--- src/pkg/reclose_cfg_defines.vh ---
`ifndef RECLOSE_CFG_DEFINES_VH
`define RECLOSE_CFG_DEFINES_VH

// ----------------------------------------------------------------------
// Register widths and reset values
// ----------------------------------------------------------------------
`define SHOT_INIT_BLOCK_W     8
`define SHOT_INIT_BLOCK_RST   8'h00
`define STAGE_TRIP_BLOCK_W    10
`define STAGE_TRIP_BLOCK_RST  10'h000
`define INHIBIT_SELECT_W      5
`define INHIBIT_SELECT_RST    5'h0F
`define RETENTION_W           5
`define RETENTION_RST         5'h1F
`define HOLD_TIME_W           10
`define HOLD_TIME_RST         10'h03C
`define HOLD_TIME_MANUAL      10'h3E7

// ----------------------------------------------------------------------
// Field positions
// ----------------------------------------------------------------------
`define SHOT1_FIELD_LSB       0
`define SHOT23_FIELD_LSB      4
`define STAGE_SHOT1_LSB       0
`define STAGE_SHOT23_LSB      5
`define INDICATION_RESET_BIT  4
`define RET_INDICATION_BIT    0
`define RET_RECORDER_BIT      1
`define RET_EVENTS_BIT        2
`define RET_COUNTERS_BIT      3
`define RET_CLOCK_BIT         4

// ----------------------------------------------------------------------
// Timing
// ----------------------------------------------------------------------
`define CLK_FREQ_HZ           10000000
`define SECONDS_PER_MINUTE    60
`define MINUTE_CYCLES         (`CLK_FREQ_HZ * `SECONDS_PER_MINUTE)

`endif

--- src/hdl/indication_hold.v ---
`include "reclose_cfg_defines.vh"
`default_nettype none

// ----------------------------------------------------------------------
// Trip indication latch with a minute-based hold timer
// ----------------------------------------------------------------------
module indication_hold #(
   parameter NSTAGE        = 8,
   parameter MINUTE_CYCLES = `MINUTE_CYCLES
) (
   input  wire                    mclk,
   input  wire                    rst,
   input  wire [NSTAGE-1:0]       trip_in,
   input  wire [`HOLD_TIME_W-1:0] hold_minutes,
   input  wire                    clear_req,
   output reg  [NSTAGE-1:0]       shown_reg,
   output reg                     valid_reg
);

   // Cycle counter for one minute and minute counter.
   reg [31:0]              tick_reg;
   reg [`HOLD_TIME_W-1:0]  min_reg;
   // Set once the hold time has run out.
   reg                     expired_reg;
   // Trips that are new this cycle.
   reg [NSTAGE-1:0]        trip_prev_reg;
   wire [NSTAGE-1:0]       trip_rise;
   wire                    replace_ok;

   assign trip_rise  = trip_in & ~trip_prev_reg;
   assign replace_ok = expired_reg && (hold_minutes != `HOLD_TIME_MANUAL);

   // ------------------------------------------------------------------
   // Latch and timer process
   // ------------------------------------------------------------------
   always @(posedge mclk) begin
      trip_prev_reg <= trip_in;
      if (rst) begin
         shown_reg     <= {NSTAGE{1'b0}};
         valid_reg     <= 1'b0;
         tick_reg      <= 32'h0000_0000;
         min_reg       <= {`HOLD_TIME_W{1'b0}};
         expired_reg   <= 1'b0;
         trip_prev_reg <= {NSTAGE{1'b0}};
      end else if (clear_req) begin
         // Clearing empties the display and reloads the timer.
         shown_reg   <= {NSTAGE{1'b0}};
         valid_reg   <= 1'b0;
         tick_reg    <= 32'h0000_0000;
         min_reg     <= {`HOLD_TIME_W{1'b0}};
         expired_reg <= 1'b0;
      end else if ((!valid_reg || replace_ok) && (trip_rise != {NSTAGE{1'b0}})) begin
         // First trip, or a later one after expiry when the hold is not manual, is latched.
         shown_reg   <= trip_rise;
         valid_reg   <= 1'b1;
         tick_reg    <= 32'h0000_0000;
         min_reg     <= {`HOLD_TIME_W{1'b0}};
         expired_reg <= (hold_minutes == {`HOLD_TIME_W{1'b0}});
      end else if (valid_reg && !expired_reg) begin
         // Count whole minutes against the setting.
         if (min_reg >= hold_minutes) begin
            expired_reg <= 1'b1;
         end else if (tick_reg == MINUTE_CYCLES - 1) begin
            tick_reg <= 32'h0000_0000;
            min_reg  <= min_reg + 1'b1;
         end else begin
            tick_reg <= tick_reg + 32'h0000_0001;
         end
      end
   end

endmodule
`default_nettype wire

--- src/hdl/reclose_block_ctrl.v ---
`include "reclose_cfg_defines.vh"
`default_nettype none

// ----------------------------------------------------------------------
// Reclose blocking, inhibit and retention configuration logic
// ----------------------------------------------------------------------
// Stage order on the five trip vectors: low-set overcurrent, high-set
// overcurrent, instantaneous overcurrent, low-set earth fault, high-set
// earth fault. Settings are written through a strobed settings port.
module reclose_block_ctrl #(
   parameter MINUTE_CYCLES = `MINUTE_CYCLES
) (
   input  wire                         mclk,
   input  wire                         rst,
   // Settings port.
   input  wire                         set_wr,
   input  wire [2:0]                   set_sel,
   input  wire [15:0]                  set_data,
   // Asynchronous protection inputs (stage trips, starts, alarms).
   input  wire [4:0]                   stage_trip,
   input  wire                         lowset_delayed_start,
   input  wire                         ef_lowset_delayed_start,
   input  wire                         ext_reclose_req,
   input  wire                         thermal_alarm,
   input  wire                         phase_discont_trip,
   input  wire                         thermal_trip,
   // Auto-reclose sequencer state, same clock domain.
   input  wire [1:0]                   shot_number,
   input  wire                         cutout_expired,
   input  wire                         reclaim_expired,
   input  wire                         auto_reclose_lockout,
   input  wire                         close_command,
   input  wire                         manual_clear,
   // Outputs.
   output reg  [4:0]                   trip_out,
   output reg  [3:0]                   shot_start_ok,
   output reg                          auto_reclose_inhibit,
   output reg  [7:0]                   indication_shown,
   output reg                          indication_valid,
   output reg  [`RETENTION_W-1:0]      retain_flags,
   output reg                          battery_supervision_en,
   output reg  [`SHOT_INIT_BLOCK_W-1:0] rd_shot_init,
   output reg  [`STAGE_TRIP_BLOCK_W-1:0] rd_stage_trip,
   output reg  [`INHIBIT_SELECT_W-1:0] rd_inhibit,
   output reg  [`HOLD_TIME_W-1:0]      rd_hold_time
);

   // ------------------------------------------------------------------
   // Settings selectors
   // ------------------------------------------------------------------
   localparam [2:0] SEL_SHOT_INIT = 3'h0;
   localparam [2:0] SEL_STAGE     = 3'h1;
   localparam [2:0] SEL_INHIBIT   = 3'h2;
   localparam [2:0] SEL_RETAIN    = 3'h3;
   localparam [2:0] SEL_HOLD      = 3'h4;

   // Shot block states.
   localparam [1:0] ST_IDLE   = 2'h0;
   localparam [1:0] ST_SHOT1  = 2'h1;
   localparam [1:0] ST_SHOT23 = 2'h2;

   // Setting registers.
   reg [`SHOT_INIT_BLOCK_W-1:0]  shot_initiation_block_reg;
   reg [`STAGE_TRIP_BLOCK_W-1:0] stage_trip_block_reg;
   reg [`INHIBIT_SELECT_W-1:0]   reclose_inhibit_select_reg;
   reg [`RETENTION_W-1:0]        power_loss_retention_reg;
   reg [`HOLD_TIME_W-1:0]        indication_hold_time_reg;

   // Two-stage synchronisers for pin inputs.
   reg [10:0] sync1_reg;
   reg [10:0] sync2_reg;
   wire [10:0] pin_raw;

   // Block state machine.
   reg [1:0] blk_state_reg;
   reg [1:0] blk_state_next;

   // Synchronised signal views.
   wire [4:0] trip_s;
   wire       lsd_s;
   wire       efd_s;
   wire       ext_s;
   wire       th_alarm_s;
   wire       pd_trip_s;
   wire       th_trip_s;

   // Selected field per shot.
   reg [3:0] init_field;
   reg [4:0] stage_field;
   reg [4:0] trip_next;
   reg [3:0] start_next;
   reg       inhibit_next;
   wire      ind_clear;
   wire [7:0] shown_w;
   wire       valid_w;

   assign pin_raw = {thermal_trip, phase_discont_trip, thermal_alarm, ext_reclose_req,
                     ef_lowset_delayed_start, lowset_delayed_start, stage_trip};
   assign trip_s     = sync2_reg[4:0];
   assign lsd_s      = sync2_reg[5];
   assign efd_s      = sync2_reg[6];
   assign ext_s      = sync2_reg[7];
   assign th_alarm_s = sync2_reg[8];
   assign pd_trip_s  = sync2_reg[9];
   assign th_trip_s  = sync2_reg[10];

   // ------------------------------------------------------------------
   // Input synchronisers
   // ------------------------------------------------------------------
   // Every pin input passes two flip-flops before any logic reads it.
   always @(posedge mclk) begin
      if (rst) begin
         sync1_reg <= 11'h000;
         sync2_reg <= 11'h000;
      end else begin
         sync1_reg <= pin_raw;
         sync2_reg <= sync1_reg;
      end
   end

   // ------------------------------------------------------------------
   // Settings registers
   // ------------------------------------------------------------------
   // Each switch group is written whole; the retention switches too are
   // written as one group, although each bit stands alone.
   always @(posedge mclk) begin
      if (rst) begin
         shot_initiation_block_reg  <= `SHOT_INIT_BLOCK_RST;
         stage_trip_block_reg       <= `STAGE_TRIP_BLOCK_RST;
         reclose_inhibit_select_reg <= `INHIBIT_SELECT_RST;
         power_loss_retention_reg   <= `RETENTION_RST;
         indication_hold_time_reg   <= `HOLD_TIME_RST;
      end else if (set_wr) begin
         case (set_sel)
            SEL_SHOT_INIT: begin
               shot_initiation_block_reg <= set_data[`SHOT_INIT_BLOCK_W-1:0];
            end
            SEL_STAGE: begin
               stage_trip_block_reg <= set_data[`STAGE_TRIP_BLOCK_W-1:0];
            end
            SEL_INHIBIT: begin
               reclose_inhibit_select_reg <= set_data[`INHIBIT_SELECT_W-1:0];
            end
            SEL_RETAIN: begin
               power_loss_retention_reg <= set_data[`RETENTION_W-1:0];
            end
            SEL_HOLD: begin
               indication_hold_time_reg <= set_data[`HOLD_TIME_W-1:0];
            end
            default: begin
               // Unknown selectors are ignored.
               shot_initiation_block_reg <= shot_initiation_block_reg;
            end
         endcase
      end
   end

   // ------------------------------------------------------------------
   // Stage-trip block state machine
   // ------------------------------------------------------------------
   // The block enters with the shot and stays until cutout, reclaim
   // or lockout ends it, whichever comes first.
   always @* begin
      blk_state_next = blk_state_reg;
      case (blk_state_reg)
         ST_IDLE: begin
            if (!auto_reclose_lockout && shot_number == 2'd1) begin
               blk_state_next = ST_SHOT1;
            end else if (!auto_reclose_lockout && shot_number >= 2'd2) begin
               blk_state_next = ST_SHOT23;
            end
         end
         ST_SHOT1, ST_SHOT23: begin
            if (cutout_expired || reclaim_expired || auto_reclose_lockout) begin
               blk_state_next = ST_IDLE;
            end else if (shot_number >= 2'd2) begin
               blk_state_next = ST_SHOT23;
            end
         end
         default: begin
            blk_state_next = ST_IDLE;
         end
      endcase
   end

   // State register.
   always @(posedge mclk) begin
      if (rst) begin
         blk_state_reg <= ST_IDLE;
      end else begin
         blk_state_reg <= blk_state_next;
      end
   end

   // ------------------------------------------------------------------
   // Field selection and gating
   // ------------------------------------------------------------------
   always @* begin
      // Pick the first-shot or later-shot initiation field from the shot number, the stage field from the block state.
      if (shot_number >= 2'd2) begin
         init_field = shot_initiation_block_reg[`SHOT23_FIELD_LSB +: 4];
      end else begin
         init_field = shot_initiation_block_reg[`SHOT1_FIELD_LSB +: 4];
      end
      case (blk_state_reg)
         ST_SHOT1:  stage_field = stage_trip_block_reg[`STAGE_SHOT1_LSB +: 5];
         ST_SHOT23: stage_field = stage_trip_block_reg[`STAGE_SHOT23_LSB +: 5];
         default:   stage_field = 5'h00;
      endcase
      // Blocked stages have their trip suppressed; hold timer not involved.
      trip_next = trip_s & ~stage_field;
      // Initiation sources: high-set, external, low-set, earth fault.
      start_next[0] = trip_s[1] & ~init_field[0];
      start_next[1] = ext_s & ~init_field[1];
      start_next[2] = (trip_s[0] | lsd_s) & ~init_field[2];
      start_next[3] = (trip_s[3] | efd_s | trip_s[4]) & ~init_field[3];
      // Inhibit sources: instantaneous, high-set earth fault, thermal, phase.
      inhibit_next = (reclose_inhibit_select_reg[0] & trip_s[2])
                   | (reclose_inhibit_select_reg[1] & trip_s[4])
                   | (reclose_inhibit_select_reg[2] & th_alarm_s)
                   | (reclose_inhibit_select_reg[3] & pd_trip_s);
   end

   // Indications clear on manual request or, if enabled, on reclosing.
   assign ind_clear = manual_clear |
                      (close_command & reclose_inhibit_select_reg[`INDICATION_RESET_BIT]);

   // ------------------------------------------------------------------
   // Indication hold
   // ------------------------------------------------------------------
   indication_hold #(
      .NSTAGE        (8),
      .MINUTE_CYCLES (MINUTE_CYCLES)
   ) i_indication_hold (
      .mclk         (mclk),
      .rst          (rst),
      .trip_in      ({th_trip_s, pd_trip_s, th_alarm_s, trip_s}),
      .hold_minutes (indication_hold_time_reg),
      .clear_req    (ind_clear),
      .shown_reg    (shown_w),
      .valid_reg    (valid_w)
   );

   // ------------------------------------------------------------------
   // Output registers
   // ------------------------------------------------------------------
   always @(posedge mclk) begin
      if (rst) begin
         trip_out               <= 5'h00;
         shot_start_ok          <= 4'h0;
         auto_reclose_inhibit   <= 1'b0;
         indication_shown       <= 8'h00;
         indication_valid       <= 1'b0;
         retain_flags           <= `RETENTION_RST;
         battery_supervision_en <= 1'b1;
         rd_shot_init           <= `SHOT_INIT_BLOCK_RST;
         rd_stage_trip          <= `STAGE_TRIP_BLOCK_RST;
         rd_inhibit             <= `INHIBIT_SELECT_RST;
         rd_hold_time           <= `HOLD_TIME_RST;
      end else begin
         trip_out             <= trip_next;
         shot_start_ok        <= start_next;
         auto_reclose_inhibit <= inhibit_next;
         indication_shown     <= shown_w;
         indication_valid     <= valid_w;
         // Bit 0 indications, 1 recorder, 2 events, 3 counters, 4 clock.
         retain_flags <= power_loss_retention_reg;
         battery_supervision_en <= (power_loss_retention_reg != 5'h00);
         rd_shot_init  <= shot_initiation_block_reg;
         rd_stage_trip <= stage_trip_block_reg;
         rd_inhibit    <= reclose_inhibit_select_reg;
         rd_hold_time  <= indication_hold_time_reg;
      end
   end

endmodule
`default_nettype wire

--- config.mk ---
export PLATFORM = sky130hd
export DESIGN_NAME = reclose_block_ctrl
export DESIGN_NICKNAME = d
export VERILOG_FILES = /design/src/hdl/indication_hold.v /design/src/hdl/reclose_block_ctrl.v
export VERILOG_INCLUDE_DIRS = /design/src /design/src/pkg
export SDC_FILE = /design/constraint.sdc
export NUM_CORES = 1
export LEC_CHECK = 0
export BUFFER_PORTS_ARGS = -buffer_cell sky130_fd_sc_hd__buf_2
export CAP_MARGIN = 10
export CORE_ASPECT_RATIO = 1.4
export CORE_UTILIZATION = 35
export CTS_CLUSTER_SIZE = 40
export DETAILED_ROUTE_END_ITERATION = 10
export PLACE_DENSITY_LB_ADDON = 0.3
export SLEW_MARGIN = 10
export SYNTH_ARGS = -nofsm -noshare
export SYNTH_HDL_FRONTEND = slang
export SYNTH_HIERARCHICAL = 1
export SYNTH_SLANG_ARGS = --single-unit
export TNS_END_PERCENT = 50
--- constraint.sdc ---
create_clock -name mclk -period 3.6 [get_ports mclk]
set_input_delay 0.54 -clock mclk [delete_from_list [all_inputs] [get_ports mclk]]
set_output_delay 0.54 -clock mclk [all_outputs]
set_load 0.005 [all_outputs]
After elaboration in Yosys (flattened, before gate mapping)
Cells that the tools add are included.
{"block": "word_totals", "wordCells": 106, "input_bits": 40, "reg_bits": 180, "output_inout_bits": 58}
{"block": "classes", "add_sub_neg": 2, "n_bitwise": 25, "n_lt_le_gt_ge": 2, "n_reduce_logical": 30, "n_mux": 11, "eq_ne": 11}
{"cell": "$add 32x1->32 const B", "n": 1}
{"cell": "$eq 32x30->1 const B", "n": 1}
{"cell": "$mux 32", "n": 1}
{"cell": "$reduce_and 2->1", "n": 8}
{"cell": "$add 10x1->10 const B", "n": 1}
{"cell": "$ge 10x10->1", "n": 1}
{"cell": "$logic_not 10->1", "n": 1}
{"cell": "$ne 10x10->1 const B", "n": 1}
{"cell": "$pmux 5 s2", "n": 1}
{"cell": "$and 1x1->1", "n": 9}
{"cell": "$and 8x8->8", "n": 1}
{"cell": "$mux 2", "n": 4}
{"cell": "$not 8->8", "n": 1}
{"cell": "$reduce_bool 8->1", "n": 1}
{"cell": "$or 1x1->1", "n": 7}
{"cell": "$eq 3x2->1 const B", "n": 2}
{"cell": "$ne 3x3->1 const B", "n": 2}
{"cell": "$and 5x5->5", "n": 1}
{"cell": "$logic_and 1x1->1", "n": 5}
{"cell": "$not 1->1", "n": 5}
{"cell": "$not 5->5", "n": 1}
{"cell": "$reduce_bool 5->1", "n": 1}
{"cell": "$eq 2x1->1 const B", "n": 2}
{"cell": "$mux 4", "n": 1}
{"cell": "14 further kinds", "n": 22}

Longest topological paths before layout
Gate-level depths: netlist of run 1.
{"block": "logic_depth", "word_depth": 6, "depth_mapped": 10}

Modules after synthesis
Netlist of run 1, hierarchy kept.
{"module": "reclose_block_ctrl", "cells_each": 351, "seq_area_each_um2": 2402.3, "instances": 1, "area_per_inst_um2": 3839.9}
{"module": "indication_hold", "cells_each": 355, "seq_area_each_um2": 1201.2, "instances": 1, "area_per_inst_um2": 3064.2}

Worst setup path after synthesis of run 1
No wires, ideal clock.
{"block": "synth_path", "path_type": "reg-to-reg", "start": "register indication_hold_time_reg[7]", "end": "register i_indication_hold.min_reg[6]", "t_arrival_ps": 2194, "slack_ps": 1334, "path_stages_with_launch": 10, "path_buffers": 1, "required_ps": 3528, "setup_time_ps": 72, "period_less_slack_ps": 2266, "path_cell_list": "dfxtp_1 -> inv_1 -> ha_1 -> a211oi_1 -> o211ai_1 -> a31oi_2 -> nand3_1 -> buf_6 -> nor4_4 -> mux2i_1"}
{"block": "synth_via", "elab_chain_len": 5, "elab_cells_between_ends": 8, "classes_between": "order compare (1); eq/ne (1); bitwise (1); reduce/logical (5)"}
{"element": "from (decl)", "line": "reclose_block_ctrl.v:67", "source": "reg [`HOLD_TIME_W-1:0] indication_hold_time_reg;"}
{"element": "from (signal assigned)", "line": "reclose_block_ctrl.v:132", "source": "indication_hold_time_reg <= `HOLD_TIME_RST;"}
{"element": "from (signal assigned)", "line": "reclose_block_ctrl.v:148", "source": "indication_hold_time_reg <= set_data[`HOLD_TIME_W-1:0];"}
{"element": "branches (longest 5 deep; another with $ge 10x10->1)"}
{"element": "to (signal assigned)", "line": "indication_hold.v:42", "source": "min_reg <= {`HOLD_TIME_W{1'b0}};"}
{"element": "to (signal assigned)", "line": "indication_hold.v:50", "source": "min_reg <= {`HOLD_TIME_W{1'b0}};"}
{"element": "to (signal assigned)", "line": "indication_hold.v:57", "source": "min_reg <= {`HOLD_TIME_W{1'b0}};"}
{"element": "to (decl)", "line": "indication_hold.v:22", "source": "reg [`HOLD_TIME_W-1:0] min_reg;"}
Several ways; the timed one is not identified.
A chain may end at the register's enable or synchronous reset.

Worst setup path after layout of run 1
{"block": "layout_path", "start": "register indication_hold_time_reg[7]", "end": "register i_indication_hold.min_reg[9]"}
The elaborated chain is that of the path after synthesis.

==> flow_metrics.env, run 1 <==
export IMPL_run_status="finished, final reports clean"
export IMPL_cp_arrival_ns=2.93
export IMPL_ys_flop_type="sky130_fd_sc_hd__dfxtp_1"
export IMPL_power_share_switching_pct=24.5
export IMPL_avgRoutedWirePerCell_um=14.5
export IMPL_fin_total_pwr_mw=4.04
export IMPL_placed_cell_area_um2=7600
export IMPL_powerDensity_nw_per_um2=494
export IMPL_worst_r2r_path_depth=8
export IMPL_timing_critical_path_from_type="register"
export IMPL_dp_final_hpwl_mm=10.7
export IMPL_crit_path_top_delay_cell="sky130_fd_sc_hd__or4_1"
export IMPL_yosys_area_top_type_share_pct=52.2
export IMPL_asyncSetResetFlopFracSynth_pct=0
export IMPL_drv_max_cap_violation_count=0
export IMPL_boundaryPins=98
export IMPL_cell_class_contributing_the_biggest_share_of_worst_path_delay="simple AND/OR/NAND/NOR gates"
export IMPL_yosys_area_share_simple_pct=26.5
export IMPL_hold_path_depth=2
export IMPL_fin_cells=1054
export IMPL_worst_slew_pin_slew_ns=0.783
export IMPL_die_area_um2=20300
export IMPL_placedCellCount=1022
export IMPL_grt_setup_unrepaired="false"
export IMPL_achievable_frequency_mhz=391
export IMPL_area_of_the_core_um2=19300
export IMPL_final_setup_viol_count=0
export IMPL_worst_hold_startpoint="thermal_alarm"
export IMPL_final_net_count=849
export IMPL_irDropWorstVdd_v=0.000308
export IMPL_gp_congestion=0.801
export IMPL_synth_xor_xnor_area_share_pct=3.43
export IMPL_number_of_flip_flops_in_the_largest_register=32
export IMPL_ctsResizeCount=0
export IMPL_synth_seq_cells=180
export IMPL_die_ht_um=168
export IMPL_mean_area_per_synthesized_cell_um2=9.78
export IMPL_synth_cell_area_um2=6900
export IMPL_yosysUniqueCellTypes=58
export IMPL_area_delta_synth_final_pct=18.3
export IMPL_floorplan_die_width_um=121
export IMPL_portBuffers=91
export IMPL_net_load_switching_power_mw=0.987
export IMPL_synth_largest_area_cell="sky130_fd_sc_hd__dfxtp_1"
export IMPL_setup_tns_final_ns=0
export IMPL_layout_drive_gt1_share_pct=20.2
export IMPL_n_antenna_cell=0
export IMPL_floorplan_initialDensity_pct=35.8
export IMPL_tritoncts_num_buffers=17
export IMPL_slew_viol_final=0
export IMPL_final_min_clock_period_ns=2.56
export IMPL_antenna_found_initial=0
export IMPL_max_clock_buf_depth=2
export IMPL_pwr_share_comb_pct=4.9
export IMPL_timing_final_crit_share_pct=71.0
export IMPL_leakage_nw=3.28
export IMPL_cts_tree="done"
export IMPL_clock_group_share_of_total_power_pct=44.3
export IMPL_number_of_flops_mapped_to_enable_cells_by_yosys=0
export IMPL_hold_end="sync1_reg[8]"
export IMPL_mostFrequentLayoutCell="sky130_fd_sc_hd__dfxtp_1"
export IMPL_cell_internal_pwr_mw=3.05
export IMPL_grt_start_max_net_pins=54
export IMPL_grt_pass1_wl_mm=24.6
export IMPL_timing_reg2reg_setup_slack_ns=1.04
export IMPL_cts_hold_repair_buffers=0
export IMPL_critical_path_max_fanout=14
export IMPL_synth_warnings=6
export IMPL_seq_power_share_pct=50.7
export IMPL_globalRouteOverflowTotal=0
export IMPL_critPathBufInv=1
export IMPL_gr_usage_all_layers_pct=15.7
export IMPL_cts_sink_count=180
export IMPL_timing_max_slew_rel_slack_pct=47.5
export IMPL_h_tree_lvl_count=4
export IMPL_vias=5100
export IMPL_synth_adder_area_share_pct=2.90
export IMPL_worstReg2RegStart="indication_hold_time_reg[7]"
export IMPL_timing_critical_path_slowest_cell_delay_ns=0.63
export IMPL_endpoint_kind="register"
export IMPL_critPathLaunch="indication_hold_time_reg[7]"
export IMPL_finalHoldWorstSlack_ns=0.309
export IMPL_vias_per_cell=4.84
export IMPL_synthTopCellsByArea="sky130_fd_sc_hd__dfxtp_1 (52%), sky130_fd_sc_hd__nor2b_1 (7.6%), sky130_fd_sc_hd__mux2i_1 (4.3%), sky130_fd_sc_hd__nor2_1 (3.1%), sky130_fd_sc_hd__nand2_1 (3.0%)"
export IMPL_cts_reportedPaths_clkPinSlew_ns=0.07
export IMPL_route_detailed_drc=0
export IMPL_synth_top_family_by_area="simple AND/OR/NAND/NOR gates"
export IMPL_drt_iter0_markers=230
export IMPL_synth_mux_area_fraction_pct=4.35
export IMPL_synth_compound_area_share_pct=6.92
export IMPL_path_cells="inv_1 -> ha_1 -> a211oi_1 -> o211ai_1 -> a31oi_2 -> nand3_1 -> or4_1 -> nand2_1"
export IMPL_fp_row_count=60
export IMPL_vias_in_the_first_global_route=4912
export IMPL_cts_root_buffer_cell="sky130_fd_sc_hd__clkbuf_16"
export IMPL_cp_required_ns=3.97
export IMPL_synth_yosys_seq_area_share_pct=52.2
export IMPL_synth_fp_nets=762
export IMPL_timing_rr_end="i_indication_hold/min_reg[9]"
export IMPL_post_cts_repair_setup_buffers=0
export IMPL_netlist_instances=706
export IMPL_clock_insertion_delay_worst_skew_ns=0.43
export IMPL_antenna_left=0
export IMPL_final_cell_mix="sky130_fd_sc_hd__dfxtp_1 (180), sky130_fd_sc_hd__buf_2 (90), sky130_fd_sc_hd__nor2b_1 (84), sky130_fd_sc_hd__nor2_1 (57), sky130_fd_sc_hd__nand2_1 (56)"
export IMPL_wirelength_mm=15.3
export IMPL_detailedRoute_firstPassIterationCount=4
export IMPL_criticalPathCategory="reg -> reg"
export IMPL_number_of_hold_violations_in_the_final_report=0
export IMPL_min_delay_path_class="in -> reg"
export IMPL_worst_clock_skew_on_the_final_layout_ns=0.0126
export IMPL_post_route_cell_area_um2=8170
==> metal layers <==
metal	routed length [um]	GRT usage (%)	vias to the layer above	share of wire, %
met5	0	0	-	0
met4	386	7.41	0	2.5
met3	553	4.17	27	3.6
met2	7950	28.0	100	52
met1	6420	17.0	2391	42
li1	-	-	2582	-
==> area by class of cell <==
cell class / count / area [um2]
timing repair buffer: 100 / 526
multi-input combinational: 467 / 3060
clock buffer: 20 / 447
clock inverter: 12 / 128
sequential: 180 / 3600
inverter: 27 / 101
fill: 1893 / 11100
tap: 248 / 310
==> cell families (layout without fill, tap and decap cells) <==
group	count (synthesis)	in the layout
AND/OR/NAND/NOR	324	324
flip-flops	180	180
AO/OA/AOI/OAI	70	70
buffers and inverters	59	159
multiplexers	30	30
XOR/XNOR	27	27
adder cells (fa/ha/maj)	16	16
==> synth_stat cells, types with 16 or more instances <==
cell                       number
sky130_fd_sc_hd__a21oi_1       25
sky130_fd_sc_hd__clkbuf_1      17
sky130_fd_sc_hd__dfxtp_1      180
sky130_fd_sc_hd__ha_1          16
sky130_fd_sc_hd__inv_1         26
sky130_fd_sc_hd__mux2i_1       30
sky130_fd_sc_hd__nand2_1       56
sky130_fd_sc_hd__nand3_1       21
sky130_fd_sc_hd__nand4_1       22
sky130_fd_sc_hd__nor2_1        57
sky130_fd_sc_hd__nor2b_1       84
sky130_fd_sc_hd__xor2_1        24
==> through the flow <==
step / utilization, % / setup WS (ns)
2_1_floorplan: - / 1.33
3_3_place_gp: 39.4 / 1.05
3_5_place_dp: 39.4 / 1.05
4_1_cts: 42.3 / 1.04
5_1_grt: 42.3 / 0.767
6_report: 42.3 / 1.04
==> worst reg2reg max path, cell delays in order (launching register included) <==
cell	delay [ns]
sky130_fd_sc_hd__dfxtp_1	0.40
sky130_fd_sc_hd__inv_1	0.06
sky130_fd_sc_hd__ha_1	0.30
sky130_fd_sc_hd__a211oi_1	0.24
sky130_fd_sc_hd__o211ai_1	0.15
sky130_fd_sc_hd__a31oi_2	0.19
sky130_fd_sc_hd__nand3_1	0.44
sky130_fd_sc_hd__or4_1	0.64
sky130_fd_sc_hd__nand2_1	0.08
==> worst max-delay path by stage <==
stage                                endpoint  cells past startpoint  slack [ns]
2_1_floorplan    i_indication_hold/min_reg[6]                      9        1.33
3_3_place_gp          stage_trip_block_reg[5]                      4        1.05
3_5_place_dp    i_indication_hold/tick_reg[9]                      9        1.05
4_1_cts          i_indication_hold/min_reg[8]                      8        1.04
5_1_grt        i_indication_hold/tick_reg[16]                      9        0.77
6_report         i_indication_hold/min_reg[9]                      8        1.04
==> power by group through the flow <==
| stage | Sequential, mW | Clock (mW) | Combinational [mW] |
|---|---|---|---|
| 2_1_floorplan | 2.09 | 0 | 0.131 |
| 3_3_place_gp | 2.10 | 0 | 0.201 |
| 3_5_place_dp | 2.10 | 0 | 0.202 |
| 4_1_cts | 2.05 | 1.84 | 0.203 |
| 5_1_grt | 2.05 | 1.91 | 0.221 |
| 6_report | 2.05 | 1.79 | 0.199 |
(Power assumes the default switching activity.)
==> run 2, diff against run 1 <==
clock period = 2.6 ns   (was 3.6 ns; I/O delays follow)
==> run 2 against run 1 <==
Net effect: register-to-register slack worse by 0.75 ns; cell count rose by 0.85%; clock power up 54%; worst hold slack lost 0.15 ns; setup slack worse by 0.75 ns; clock skew shrank 0.0026 ns.
==> flow_metrics.env, run 2 (synthesis results as in run 1) <==
export IMPL_timing_final_crit_share_pct=88.9
export IMPL_run_status="finished, final reports clean"
export IMPL_cp_required_ns=2.97
export IMPL_timing_critical_path_from_type="register"
export IMPL_h_tree_lvl_count=4
export IMPL_n_antenna_cell=0
export IMPL_slew_viol_final=0
export IMPL_die_area_um2=20300
export IMPL_mostFrequentLayoutCell="sky130_fd_sc_hd__dfxtp_1"
export IMPL_grt_start_max_net_pins=41
export IMPL_antenna_found_initial=0
export IMPL_portBuffers=91
export IMPL_gr_usage_all_layers_pct=15.6
export IMPL_die_ht_um=168
export IMPL_gp_congestion=0.803
export IMPL_route_detailed_drc=0
export IMPL_worst_slew_pin_slew_ns=0.728
export IMPL_drt_iter0_markers=160
export IMPL_final_setup_viol_count=0
export IMPL_leakage_nw=3.37
export IMPL_achievable_frequency_mhz=433
export IMPL_boundaryPins=98
export IMPL_hold_path_depth=2
export IMPL_grt_setup_unrepaired="false"
export IMPL_fin_total_pwr_mw=5.87
export IMPL_avgRoutedWirePerCell_um=14.3
export IMPL_timing_reg2reg_setup_slack_ns=0.29
export IMPL_area_of_the_core_um2=19300
export IMPL_vias_in_the_first_global_route=4780
export IMPL_worst_clock_skew_on_the_final_layout_ns=0.00999
export IMPL_cp_arrival_ns=2.68
export IMPL_wirelength_mm=15.2
export IMPL_post_route_cell_area_um2=8330
export IMPL_post_cts_repair_setup_buffers=0
export IMPL_endpoint_kind="register"
export IMPL_min_delay_path_class="in -> reg"
export IMPL_final_net_count=858
export IMPL_antenna_left=0
export IMPL_layout_drive_gt1_share_pct=21.3
export IMPL_vias=5060
export IMPL_floorplan_initialDensity_pct=35.8
export IMPL_ctsResizeCount=0
export IMPL_clock_insertion_delay_worst_skew_ns=0.43
export IMPL_flip_flop_and_latch_area_um2=3600
export IMPL_cts_sink_count=180
export IMPL_max_clock_buf_depth=2
export IMPL_powerDensity_nw_per_um2=705
export IMPL_final_cell_mix="sky130_fd_sc_hd__dfxtp_1 (180), sky130_fd_sc_hd__buf_2 (90), sky130_fd_sc_hd__nor2b_1 (84), sky130_fd_sc_hd__nor2_1 (57), sky130_fd_sc_hd__nand2_1 (56)"
export IMPL_number_of_flip_flops_in_the_largest_register=32
export IMPL_worstReg2RegStart="indication_hold_time_reg[7]"
export IMPL_cts_root_buffer_cell="sky130_fd_sc_hd__clkbuf_16"
export IMPL_number_of_hold_violations_in_the_final_report=0
export IMPL_final_min_clock_period_ns=2.31
export IMPL_area_delta_synth_final_pct=20.6
export IMPL_critical_path_max_fanout=27
export IMPL_floorplan_die_width_um=121
export IMPL_timing_rr_end="i_indication_hold/tick_reg[26]"
export IMPL_cts_tree="done"
export IMPL_worst_r2r_path_depth=9
export IMPL_tritoncts_num_buffers=17
export IMPL_cts_reportedPaths_clkPinSlew_ns=0.08
export IMPL_timing_max_slew_rel_slack_pct=51.3
export IMPL_grt_pass1_wl_mm=24.5
export IMPL_fp_row_count=60
export IMPL_criticalPathCategory="reg -> reg"
export IMPL_critPathCapture="i_indication_hold/tick_reg[26]"
export IMPL_setup_tns_final_ns=0
export IMPL_final_fill_count=1854
export IMPL_irDropWorstVdd_v=0.000489
export IMPL_multiInputGateArea_um2=3060
export IMPL_drv_max_cap_violation_count=0
export IMPL_dp_final_hpwl_mm=11.0
export IMPL_placed_cell_area_um2=7680
export IMPL_globalRouteOverflowTotal=0
export IMPL_vias_per_cell=4.76
export IMPL_detailedRoute_firstPassIterationCount=4
export IMPL_cts_hold_repair_buffers=0
export IMPL_critPathLaunch="indication_hold_time_reg[7]"
export IMPL_finalHoldWorstSlack_ns=0.159
[run 2: cell types whose count changed in the layout (fill, tap and decap cells not counted), sizes merged]
cell	before	now
clkbuf	20	17
buf	100	109
clkinv	5	6
bufinv	0	2
[run 2: worst min path at each step]
stage	start	end	slack, ns
after CTS	stage_trip[1]	sync1_reg[1]	0.14
after detailed placement	sync1_reg[0]	sync2_reg[0]	0.42
final	stage_trip[1]	sync1_reg[1]	0.16
after floorplan	power_loss_retention_reg[2]	retain_flags[2]	0.41
after global routing	thermal_trip	sync1_reg[10]	0.15
after global placement	sync1_reg[2]	sync2_reg[2]	0.42
[run 2: worst max-delay path, cell delays in order (launching register included)]
cell                       delay, ns
sky130_fd_sc_hd__dfxtp_1        0.33
sky130_fd_sc_hd__inv_1          0.05
sky130_fd_sc_hd__ha_1           0.30
sky130_fd_sc_hd__a211oi_1       0.24
sky130_fd_sc_hd__o211ai_1       0.14
sky130_fd_sc_hd__a31oi_2        0.25
sky130_fd_sc_hd__buf_12         0.21
sky130_fd_sc_hd__nand4_2        0.22
sky130_fd_sc_hd__or3_1          0.37
sky130_fd_sc_hd__a21oi_1        0.14
[run 2: power breakdown]
part	switching, mW	internal [mW]
clock network	1.25	1.50
logic	0.169	0.120
registers	0.0265	2.81
total	1.44	4.43
[run 2: through the flow]
stage	worst slack, ns	cells	util [%]
floorplan	0.334	706	-
global placement	0.317	1031	39.8
detailed placement	0.289	1031	39.8
CTS	0.282	1063	43.2
global route	0.0865	1063	43.2
finish	0.289	1063	43.2
[run 2: cell type report]
cell class	instances	share of cell area (%)
repair buffers	109	7.27
multi-input cells	467	36.7
clock buffers	17	5.11
well taps	248	3.73
inverters	27	1.22
flip-flops and latches	180	43.3
clock inverters	15	2.72
[run 2: routing by layer]
layer | track usage (%) | routed length (um) | vias up
li1 | - | - | 2595
met1 | 17.3 | 6290 | 2361
met2 | 28.8 | 8120 | 82
met3 | 3.76 | 522 | 22
met4 | 5.42 | 277 | 0
met5 | 0 | 0 | -
